**config.mk**
```make
export PLATFORM = sky130hd
export DESIGN_NAME = afw_regs
export DESIGN_NICKNAME = d
export VERILOG_FILES = /design/src/rtl/afw_pkg.sv /design/src/rtl/afw_geom_if.sv /design/src/rtl/afw_decode.sv /design/src/rtl/afw_regs.sv
export SDC_FILE = /design/constraint.sdc
export NUM_CORES = 1
export LEC_CHECK = 0
export ABC_AREA = 1
export BUFFER_PORTS_ARGS = -buffer_cell sky130_fd_sc_hd__buf_2
export CAP_MARGIN = 20
export CELL_PAD_IN_SITES_DETAIL_PLACEMENT = 1
export CELL_PAD_IN_SITES_GLOBAL_PLACEMENT = 2
export CORE_AREA = 2 2 172 174
export CTS_CLUSTER_DIAMETER = 120
export DETAILED_ROUTE_END_ITERATION = 8
export DIE_AREA = 0 0 174 176
export PLACE_DENSITY_LB_ADDON = 0.05
export SLEW_MARGIN = 20
export SYNTH_ARGS = -nofsm -noshare
export SYNTH_HDL_FRONTEND = slang
export SYNTH_SLANG_ARGS = --single-unit
```
**constraint.sdc**
```tcl
create_clock -name sys_clk -period 2.11 [get_ports sys_clk]
set_clock_uncertainty 0.15 [all_clocks]
set_input_delay 0 -clock sys_clk [delete_from_list [all_inputs] [get_ports sys_clk]]
set_output_delay 0 -clock sys_clk [all_outputs]
set_load 0.02 [all_outputs]
```
**src/rtl/afw_pkg.sv**
```systemverilog
// Purpose: constants and state type for the focus filter and stats window config bank
// Assumes: one clock, synchronous active-low reset, 32-bit classic Wishbone
// Notes: all programmable fields reset to zero
package afw_pkg;
	localparam logic [7:0] OFF_COEF_8_9 = 8'h00;
	localparam logic [7:0] OFF_COEF_10 = 8'h04;
	localparam logic [7:0] OFF_GEOM = 8'h08;
	localparam logic [7:0] OFF_START = 8'h0c;
	localparam logic [7:0] OFF_BLACK = 8'h10;
	localparam logic [7:0] OFF_STATUS = 8'h14;
	localparam int COEF_W = 12;
	localparam int CODE_W = 7;
	localparam int HCNT_W = 6;
	localparam int POS_W = 12;
	localparam int COEF_EIGHT_LSB = 0;
	localparam int COEF_NINE_LSB = 16;
	localparam int COEF_TEN_LSB = 0;
	localparam int HEIGHT_LSB = 24;
	localparam int WIDTH_LSB = 13;
	localparam int VCNT_LSB = 6;
	localparam int HCNT_LSB = 0;
	localparam int LINE_LSB = 16;
	localparam int COL_LSB = 0;
	localparam int BLK_LINE_LSB = 16;
	localparam int BLK_HEIGHT_LSB = 0;
	localparam int ST_NARROW_BIT = 0;
	localparam int ST_HCNT_BIT = 1;
	localparam logic [6:0] WIDTH_CODE_MIN = 7'h02;
	localparam logic [5:0] HCNT_CODE_MIN = 6'h01;
	localparam logic [5:0] HCNT_CODE_MAX = 6'h23;
	typedef struct packed {
		logic [11:0] filter_coef_eight;
		logic [11:0] filter_coef_nine;
		logic [11:0] filter_coef_ten;
		logic [6:0] window_height_code;
		logic [6:0] window_width_code;
		logic [6:0] vertical_window_count;
		logic [5:0] horizontal_window_count;
		logic [11:0] first_window_line;
		logic [11:0] first_window_column;
		logic [11:0] black_row_line;
		logic [6:0] black_row_height_code;
		logic ack;
		logic [31:0] rdata;
		logic [8:0] height;
		logic [8:0] width;
		logic [8:0] black_height;
		logic [7:0] vcount;
		logic [6:0] hcount;
		logic width_too_narrow;
		logic hcount_out_of_range;
	} afw_state_t;
	localparam afw_state_t AFW_STATE_RST = '0;
endpackage : afw_pkg

```
**src/rtl/afw_geom_if.sv**
```systemverilog
// Purpose: carries raw geometry codes to the decoder and decoded values back
// Assumes: purely combinational traffic on the register clock
// Notes: none
interface afw_geom_if;
	logic [6:0] height_code;
	logic [6:0] width_code;
	logic [6:0] vcnt_code;
	logic [5:0] hcnt_code;
	logic [6:0] blk_height_code;
	logic [8:0] height;
	logic [8:0] width;
	logic [8:0] blk_height;
	logic [7:0] vcount;
	logic [6:0] hcount;
	logic narrow;
	logic hcnt_bad;
	modport regs (output height_code, width_code, vcnt_code, hcnt_code, blk_height_code,
		input height, width, blk_height, vcount, hcount, narrow, hcnt_bad);
	modport dec (input height_code, width_code, vcnt_code, hcnt_code, blk_height_code,
		output height, width, blk_height, vcount, hcount, narrow, hcnt_bad);
endinterface : afw_geom_if

```
**src/rtl/afw_decode.sv**
```systemverilog
// Purpose: turns window codes into pixel sizes and window counts
// Assumes: codes come straight from the register bank
// Notes: pure combinational; the bank registers every result
module afw_decode
	import afw_pkg::*;
(
	afw_geom_if.dec g
);
	// sizes are (code + 1) * 2, i.e. code shifted left plus two
	assign g.height = {1'b0, g.height_code, 1'b0} + 9'h002;
	assign g.width = {1'b0, g.width_code, 1'b0} + 9'h002;
	assign g.blk_height = {1'b0, g.blk_height_code, 1'b0} + 9'h002;
	assign g.vcount = {1'b0, g.vcnt_code} + 8'h01;
	assign g.hcount = {1'b0, g.hcnt_code} + 7'h01;
	// flags only report; the bank still takes whatever software wrote
	assign g.narrow = g.width_code < WIDTH_CODE_MIN;
	assign g.hcnt_bad = (g.hcnt_code < HCNT_CODE_MIN) || (g.hcnt_code > HCNT_CODE_MAX);
endmodule : afw_decode

```
**src/rtl/afw_regs.sv**
```systemverilog
// Purpose: config bank for second focus filter set and exposure/balance window grid
// Assumes: classic Wishbone slave, single sys_clk, synchronous active-low rst_b
// Notes: ack one cycle after request, writes commit at the ack edge
//
// What this block does
// - each second-set coefficient is a 12-bit read/write signed fixed-point field
// - coefficient eight in bits 11-0, nine in bits 27-16, rest reserved
// - coefficient ten alone in bits 11-0, bits 31-12 reserved read zero
// - window height code at bits 30-24, height is (code+1)*2, 2 to 256
// - width code at bits 19-13, width (code+1)*2, software keeps it at least 6
// - vertical count at bits 12-6 is windows minus one, at most 128
// - horizontal count at bits 5-0 is windows minus one, kept 1 to 35
// - 12-bit first line of windows at bits 27-16
// - 12-bit first window column at bits 11-0, every window line
// - black row has own start line at 27-16, shares column and horizontal count
// - black row height code at bits 6-0, height (code+1)*2, 2 to 256
//
// The placing of the registers and register access over Wishbone were chosen for this implementation.
module afw_regs
	import afw_pkg::*;
(
	input wire logic sys_clk,
	input wire logic rst_b,
	input wire logic wb_cyc_i,
	input wire logic wb_stb_i,
	input wire logic wb_we_i,
	input wire logic [7:0] wb_adr_i,
	input wire logic [3:0] wb_sel_i,
	input wire logic [31:0] wb_dat_i,
	output logic [31:0] wb_dat_o,
	output logic wb_ack_o,
	output logic signed [11:0] filter_coef_eight,
	output logic signed [11:0] filter_coef_nine,
	output logic signed [11:0] filter_coef_ten,
	output logic [8:0] window_height,
	output logic [8:0] window_width,
	output logic [7:0] vertical_windows,
	output logic [6:0] horizontal_windows,
	output logic [11:0] first_window_line,
	output logic [11:0] first_window_column,
	output logic [11:0] black_row_line,
	output logic [8:0] black_row_height,
	output logic width_too_narrow,
	output logic hcount_out_of_range
);
	afw_state_t s;
	afw_state_t next_s;
	logic hit;
	logic commit;
	logic [7:0] adr;
	logic [31:0] rd_word;
	logic [31:0] wr_word;

	afw_geom_if g ();

	afw_decode u_decode (
		.g(g)
	);

	// the read image of each register; reserved bits stay zero by construction
	function automatic logic [31:0] afw_read(input afw_state_t st, input logic [7:0] a);
		logic [31:0] w;
		w = 32'h0000_0000;
		if (a == OFF_COEF_8_9) begin
			w[COEF_EIGHT_LSB +: COEF_W] = st.filter_coef_eight;
			w[COEF_NINE_LSB +: COEF_W] = st.filter_coef_nine;
		end else if (a == OFF_COEF_10) begin
			w[COEF_TEN_LSB +: COEF_W] = st.filter_coef_ten;
		end else if (a == OFF_GEOM) begin
			w[HEIGHT_LSB +: CODE_W] = st.window_height_code;
			w[WIDTH_LSB +: CODE_W] = st.window_width_code;
			w[VCNT_LSB +: CODE_W] = st.vertical_window_count;
			w[HCNT_LSB +: HCNT_W] = st.horizontal_window_count;
		end else if (a == OFF_START) begin
			w[LINE_LSB +: POS_W] = st.first_window_line;
			w[COL_LSB +: POS_W] = st.first_window_column;
		end else if (a == OFF_BLACK) begin
			w[BLK_LINE_LSB +: POS_W] = st.black_row_line;
			w[BLK_HEIGHT_LSB +: CODE_W] = st.black_row_height_code;
		end else if (a == OFF_STATUS) begin
			w[ST_NARROW_BIT] = st.width_too_narrow;
			w[ST_HCNT_BIT] = st.hcount_out_of_range;
		end
		return w;
	endfunction : afw_read

	// byte lanes not selected keep the current contents
	function automatic logic [31:0] afw_merge(input logic [31:0] old, input logic [31:0] nw,
		input logic [3:0] sel);
		logic [31:0] m;
		m = old;
		for (int i = 0; i < 4; i++) begin
			if (sel[i]) begin
				m[i*8 +: 8] = nw[i*8 +: 8];
			end
		end
		return m;
	endfunction : afw_merge

	// low address bits ignored: every register is one aligned word
	assign adr = {wb_adr_i[7:2], 2'b00};
	assign hit = wb_cyc_i && wb_stb_i && !s.ack;
	// write lands at the edge where the master sees ack, while its data still stands
	assign commit = wb_cyc_i && wb_stb_i && wb_we_i && s.ack;
	assign rd_word = afw_read(s, adr);
	assign wr_word = afw_merge(rd_word, wb_dat_i, wb_sel_i);

	assign g.height_code = s.window_height_code;
	assign g.width_code = s.window_width_code;
	assign g.vcnt_code = s.vertical_window_count;
	assign g.hcnt_code = s.horizontal_window_count;
	assign g.blk_height_code = s.black_row_height_code;

	always_comb begin
		next_s = s;
		next_s.ack = hit;
		if (hit) begin
			next_s.rdata = rd_word;
		end
		// status and unmapped words take writes without effect
		if (commit) begin
			if (adr == OFF_COEF_8_9) begin
				next_s.filter_coef_eight = wr_word[COEF_EIGHT_LSB +: COEF_W];
				next_s.filter_coef_nine = wr_word[COEF_NINE_LSB +: COEF_W];
			end else if (adr == OFF_COEF_10) begin
				next_s.filter_coef_ten = wr_word[COEF_TEN_LSB +: COEF_W];
			end else if (adr == OFF_GEOM) begin
				next_s.window_height_code = wr_word[HEIGHT_LSB +: CODE_W];
				next_s.window_width_code = wr_word[WIDTH_LSB +: CODE_W];
				next_s.vertical_window_count = wr_word[VCNT_LSB +: CODE_W];
				next_s.horizontal_window_count = wr_word[HCNT_LSB +: HCNT_W];
			end else if (adr == OFF_START) begin
				next_s.first_window_line = wr_word[LINE_LSB +: POS_W];
				next_s.first_window_column = wr_word[COL_LSB +: POS_W];
			end else if (adr == OFF_BLACK) begin
				next_s.black_row_line = wr_word[BLK_LINE_LSB +: POS_W];
				next_s.black_row_height_code = wr_word[BLK_HEIGHT_LSB +: CODE_W];
			end
		end
		// decoded values lag their codes by one cycle so every output is a flop
		next_s.height = g.height;
		next_s.width = g.width;
		next_s.black_height = g.blk_height;
		next_s.vcount = g.vcount;
		next_s.hcount = g.hcount;
		next_s.width_too_narrow = g.narrow;
		next_s.hcount_out_of_range = g.hcnt_bad;
	end

	always_ff @(posedge sys_clk) begin
		if (!rst_b) begin
			s <= AFW_STATE_RST;
		end else begin
			s <= next_s;
		end
	end

	assign wb_ack_o = s.ack;
	assign wb_dat_o = s.rdata;
	assign filter_coef_eight = s.filter_coef_eight;
	assign filter_coef_nine = s.filter_coef_nine;
	assign filter_coef_ten = s.filter_coef_ten;
	assign window_height = s.height;
	assign window_width = s.width;
	assign vertical_windows = s.vcount;
	// black row reuses horizontal_windows and first_window_column
	assign horizontal_windows = s.hcount;
	assign first_window_line = s.first_window_line;
	assign first_window_column = s.first_window_column;
	assign black_row_line = s.black_row_line;
	assign black_row_height = s.black_height;
	assign width_too_narrow = s.width_too_narrow;
	assign hcount_out_of_range = s.hcount_out_of_range;

	logic full_wr;
	assign full_wr = commit && (wb_sel_i == 4'hf);
endmodule : afw_regs
```
==> results of run 1 <==
## worst min-delay path by stage
stage                 start                                end  slack (ns)  cells past startpoint
2_1_floorplan   wb_sel_i[3]      g.height_code[4]$_SDFFE_PN0P_        0.03                      2
3_3_place_gp   wb_dat_i[15]       g.width_code[2]$_SDFFE_PN0P_        0.14                      3
3_5_place_dp   wb_dat_i[13]       g.width_code[0]$_SDFFE_PN0P_        0.14                      3
4_1_cts            wb_cyc_i          wb_dat_o[16]$_SDFFE_PN0P_       0.007                      6
5_1_grt         wb_dat_i[6]  filter_coef_eight[6]$_SDFFE_PN0P_        0.07                      5
6_report           wb_cyc_i          wb_dat_o[16]$_SDFFE_PN0P_        0.05                      6
## area by class of cell
cell class,instances,share of cell area
sequential,179,0.339
tap,384,0.0454
clock buffer,19,0.0409
inverter,181,0.0643
clock inverter,13,0.0112
multi-input combinational,799,0.347
timing repair buffer,259,0.152
## flip-flops by register name, indices dropped and copies added (netlist names)
name and count:
window_height 8, g.hcnt_code 6, g.vcnt_code 7, first_window_line 12
g.blk_height_code 7, window_width 8, g.height_code 7, black_row_height 8
horizontal_windows 7, filter_coef_nine 12, filter_coef_ten 12, filter_coef_eight 12
g.width_code 7, wb_ack_o 1, vertical_windows 8, width_too_narrow 1
black_row_line 12, first_window_column 12, wb_dat_o 31, hcount_out_of_range 1
## per-layer routing
metal  vias up  routed length, um
met3        19               1180
li1       4233                  -
met1      3912              16000
met2       164              14000
met5         -                  0
met4         0                329
## kinds of logic after synthesis
group,count (synthesis),synth area share
and+or+nand+nor,632,0.333
other,1,0.000457
AOI/OAI and AO/OA,156,0.101
DFF,179,0.437
adders and majority gates,6,0.00915
buffers and inverters,237,0.119
xor gates and xnor gates,1,0.00107
## synthesized netlist by cell type, types with 4 or more instances
| library cell | instances |
|---|---|
| a21o_1 | 4 |
| a21oi_1 | 79 |
| a21oi_2 | 5 |
| a31oi_1 | 5 |
| buf_2 | 14 |
| buf_4 | 12 |
| clkbuf_1 | 24 |
| dfxtp_1 | 179 |
| ha_1 | 6 |
| inv_1 | 171 |
| inv_2 | 7 |
| nand2_1 | 260 |
| nand2_2 | 7 |
| nand3_1 | 99 |
| nand3_2 | 6 |
| nand4_1 | 22 |
| nor2_1 | 202 |
| nor2_2 | 8 |
| nor2_4 | 8 |
| nor3_1 | 14 |
| o21ai_0 | 55 |
| o21ai_1 | 4 |
## power by group
part | internal [mW] | switching [mW] | leakage [nW]
Sequential | 3.42 | 0.0237 | 1.45
Combinational | 0.180 | 0.341 | 3.50
Clock | 1.56 | 1.55 | 0.262
Total | 5.16 | 1.91 | 5.21
## critical path, cell delays in order, from the launching register on
cell and delay, ns:
dfxtp_1 0.45, nand4_4 0.24, nor2_2 0.28, inv_2 0.28, a21oi_1 0.23, a21oi_1 0.08
## timing repair
item	in CTS	in global routing
resized for setup	0	1
endpoints found under the setup margin	0	1
hold buffers	42	0
hold endpoints to repair	142	0
==> out/metrics.yaml, run 1 <==
sta:
  finalSetupViolations: 0
  setup_slack_ns: 0.262
  rsz0062_at_grt: "no"
  hold_viol_final: 0
  whs_ns: 0.0503
  fin_setup_tns_ns: 0
  drv_slew: 0
  period_needed_ns: 1.85
  worstMarginPinSlew_ns: 0.578
  max_slew_margin: 0.614
  fmax_mhz: 541
  fin_crit_sh: 0.876
worst_setup_path:
  cp.arrival_ns: 2.01
  reg2reg_depth: 5
  rrSetupSlack_ns: 0.26
  start_kind: "register"
  crit_path_end: "g.height_code[5]$_SDFFE_PN0P_"
  cp-end-kind: "register"
  cp.required_ns: 2.27
  startpoint: "wb_ack_o$_SDFF_PN0_"
  reg2reg_from: "wb_ack_o$_SDFF_PN0_"
  path_class: "reg -> reg"
  rr_endpoint: "g.height_code[5]$_SDFFE_PN0P_"
  crit_fanout: 24
drt:
  ant_nets: 0
  wl_um: 31500
  drcViolationCount: 0
  drt_iter0_markers: 429
  first_pass_iters: 4
  wl_per_cell_um: 17.2
  vias_per_cell: 4.54
  num_vias: 8328
yosys:
  yosysWarnings: 0
  synth_edf_count: 0
  ys_ff_latch: 179
  syn_inst: 1212
  yosys-top-cells-area: "dfxtp_1 (44%), nand2_1 (12%), nor2_1 (9.2%)"
  synth_top_area_share: 0.437
  synth.largest_area_cell: "dfxtp_1"
  synth_area_um2: 8200
  synth_top_flop_cell: "dfxtp_1"
  synthArstFlopShare: 0
  synth_seq_area_share: 0.437
  synth_cell_types: 33
  syn_area_per_cell_um2: 6.77
floorplan:
  die_x_um: 174
  die_area_um2: 30600
  row_count: 62
  die_h_um: 176
  start_util: 0.287
  pin_count: 198
  core_um2: 28500
global_route:
  grt_util_met3: 0.0295
  busiest_layer: "met2"
  grt_max_degree: 57
  grt_pass1_vias: 8377
  use_met1: 0.297
  grt_pass1_wl_um: 49200
  grt-ovfl-total: 0
  grt.total_usage: 0.208
  met2_usage: 0.333
  antenna_found_initial: 0
cts:
  cts_buffer_depth: 2
  cts_num_sinks: 179
  cts_tree: "done"
  clk_latency_ns: 0.43
  clk_pin_slew_worst_paths_ns: 0.07
  cts_buffers: 17
  clockRootBuffer: "clkbuf_16"
  h-tree-depth: 4
  postCtsSetupRepairBufs: 0
cells_and_area:
  fin_nets: 1492
  postLayoutCoreUtil: 0.371
  multi_input_area_um2: 3670
  final_common_cell: "nand2_1"
  regArea_um2: 3580
  area_growth_pct: 29.0
  fill_cells: 3744
  final_cell_mix: "nand2_1 (260), nor2_1 (202), buf_2 (190), dfxtp_1 (179), inv_1 (171)"
  instances_no_fill: 1834
  diodes: 0
  stdcell_area_um2: 10600
  layout-drive-gt1-share: 0.201
outcome:
  status: "finished, final reports clean"
placement:
  pre_cts_slack_ns: 0.158
  place.gp.congestion: 0.797
  dpl.hpwl_um: 22500
  post-place-cells: 1760
  port_buffers: 190
  placed_cell_area_um2: 9600
pwr:
  leakage_nw: 5.21
  ir_drop_mv: 0.399
  p_total_mw: 7.07
  cellPowerDensity_nw_per_um2: 668
flow_run:
  timing.max_cap.violations: 0
hold_path:
  hp-class: "in -> reg"
Power figures use the tool's default switching activity.
==> run 2, diff against run 1 <==
RECOVER_POWER = 50   (was not set)
==> run 2 against run 1 <==
Combinational power shrank 4%. Worst hold slack improved by 0.0018 ns. Die area did not move. Sequential share of layout area increased by 0.69 points. First-iteration DRC count shrank 4.4%. Worst setup slack improved by 0.0047 ns. Count of clock-buffer cells in the layout stayed put. Via count grew 0.34%. Register-to-register slack is essentially flat. Clock power barely moved. Routed wire length increased by 0.28%. Utilization shrank 0.74 points. Highest routed layer unchanged.
==> out/metrics.yaml, run 2 (same netlist as run 1, synthesis figures left out) <==
cts:
  h-tree-depth: 4  # unchanged
  cts_buffers: 17  # unchanged
  cts_num_sinks: 179  # unchanged
  cts_buffer_depth: 2  # unchanged
  cts_tree: "done"  # unchanged
  clk_pin_slew_worst_paths_ns: 0.07  # about the same
  clockRootBuffer: "clkbuf_16"  # unchanged
  clk_latency_ns: 0.43  # about the same
cells_and_area:
  final_cell_mix: "nand2_1 (260), nor2_1 (202), dfxtp_1 (179), inv_1 (171), clkbuf_1 (147)"  # was nand2_1 (260), nor2_1 (202), buf_2 (190), dfxtp_1 (179), inv_1 (171)
  area_growth_pct: 26.4  # was 29.0%
  final_common_cell: "nand2_1"  # unchanged
  fin_nets: 1492  # unchanged
  instances_no_fill: 1834  # unchanged
  layout-drive-gt1-share: 0.101  # was 0.201
  largest_reg_flops: 31  # unchanged
  postLayoutCoreUtil: 0.363  # was 0.371
  diodes: 0  # unchanged
  stdcell_area_um2: 10400  # was 10600 um^2
sta:
  worstMarginPinSlew_ns: 1.25  # was 0.578 ns
  hold_viol_final: 0  # unchanged
  fin_setup_tns_ns: 0  # unchanged
  rsz0062_at_grt: "no"  # unchanged
  fmax_mhz: 543  # was 541 MHz
  whs_ns: 0.0520  # was 0.0503 ns
  fin_crit_sh: 0.874  # was 0.876
  period_needed_ns: 1.84  # was 1.85 ns
  max_slew_margin: 0.168  # was 0.614
  setup_slack_ns: 0.267  # was 0.262 ns
  finalSetupViolations: 0  # unchanged
  drv_slew: 0  # unchanged
floorplan:
  die_x_um: 174  # unchanged
  start_util: 0.287  # unchanged
  row_count: 62  # unchanged
  pin_count: 198  # unchanged
  die_h_um: 176  # unchanged
  die_area_um2: 30600  # unchanged
  core_um2: 28500  # unchanged
worst_setup_path:
  rrSetupSlack_ns: 0.27  # was 0.26 ns
  cp.required_ns: 2.33  # was 2.27 ns
  cp-end-kind: "register"  # unchanged
  start_kind: "register"  # unchanged
  cp.arrival_ns: 2.06  # was 2.01 ns
  path_class: "reg -> reg"  # unchanged
  crit_fanout: 24  # unchanged
  reg2reg_from: "wb_ack_o$_SDFF_PN0_"  # unchanged
  rr_endpoint: "g.hcnt_code[3]$_SDFFE_PN0P_"  # was g.height_code[5]$_SDFFE_PN0P_
  reg2reg_depth: 6  # was 5
drt:
  drt_iter0_markers: 410  # was 429
  vias_per_cell: 4.56  # was 4.54
  wl_met1_um: 16200  # was 16000 um
  dr_wl_met2_um: 14000  # about the same
  wl_met3_um: 1080  # was 1180 um
  wl_per_cell_um: 17.2  # about the same
  first_pass_iters: 4  # unchanged
  drcViolationCount: 0  # unchanged
  wl_um: 31600  # was 31500 um
  ant_nets: 0  # unchanged
  num_vias: 8356  # was 8328
  top_layer: "met4"  # unchanged
hold_path:
  holdPathEnd: "wb_dat_o[16]$_SDFFE_PN0P_"  # unchanged
  hp-class: "in -> reg"  # unchanged
  hold_depth: 6  # unchanged
  min_from: "wb_cyc_i"  # unchanged
placement:
  placed_cell_area_um2: 9600  # unchanged
  port_buffers: 190  # unchanged
  dpl.hpwl_um: 22500  # unchanged
  pre_cts_slack_ns: 0.158  # unchanged
  post-place-cells: 1760  # unchanged
  place.gp.congestion: 0.797  # unchanged
global_route:
  antenna_found_initial: 0  # unchanged
  grt_max_degree: 57  # unchanged
  grt_pass1_vias: 8377  # unchanged
  grt-ovfl-total: 0  # unchanged
  grt_pass1_wl_um: 49200  # unchanged
  grt.total_usage: 0.208  # unchanged
pwr:
  ir_drop_mv: 0.399  # about the same
  leakage_nw: 4.58  # was 5.21 nW
  cellPowerDensity_nw_per_um2: 680  # was 668 nW/um^2
  p_total_mw: 7.05  # was 7.07 mW
outcome:
  status: "finished, final reports clean"  # unchanged
flow_run:
  timing.max_cap.violations: 0  # unchanged
run 2: metal layers:
metal	global-route usage	up-vias
li1	-	4230
met1	0.297	3953
met2	0.333	152
met3	0.0295	21
met4	0.0438	0
met5	0	-
run 2: area by class of cell:
cell class	count	area (um^2)
clock buffer	19	433
clock inverter	13	119
fill	3777	18200
inverter	181	681
multi-input combinational	799	3670
sequential	179	3580
tap	384	480
timing repair buffer	259	1400
run 2: where the power goes:
group          internal [mW]  switching [mW]
Combinational          0.161           0.339
Sequential              3.42          0.0253
Clock                   1.56            1.54
run 2: what timing repair did:
| action | in CTS | in global routing |
|---|---|---|
| gates resized for setup | 0 | 1 |
| endpoints found under the setup margin | 0 | 1 |
| hold endpoints to repair | 142 | 0 |
| hold buffers | 42 | 0 |
| buffers inserted | 0 | 0 |
run 2: how the worst max path moves through the flow:
stage                        start                            end  slack, ns  depth (start not counted)
2_1_floorplan  wb_ack_o$_SDFF_PN0_  g.height_code[4]$_SDFFE_PN0P_       0.46                          6
3_3_place_gp           wb_adr_i[7]    g.vcnt_code[0]$_SDFFE_PN0P_       0.20                         12
3_5_place_dp   wb_ack_o$_SDFF_PN0_  g.height_code[5]$_SDFFE_PN0P_       0.16                          5
4_1_cts        wb_ack_o$_SDFF_PN0_    g.hcnt_code[3]$_SDFFE_PN0P_       0.12                          6
5_1_grt                      rst_b    g.hcnt_code[3]$_SDFFE_PN0P_       0.11                          7
6_report       wb_ack_o$_SDFF_PN0_    g.hcnt_code[3]$_SDFFE_PN0P_       0.27                          6
run 2: critical path, cell delays in order, from the launching register on:
cell     delay [ns]
dfxtp_1        0.45
nand4_4        0.25
nor2_2         0.28
inv_2          0.27
a21oi_1        0.23
nand2_1        0.09
inv_1          0.05
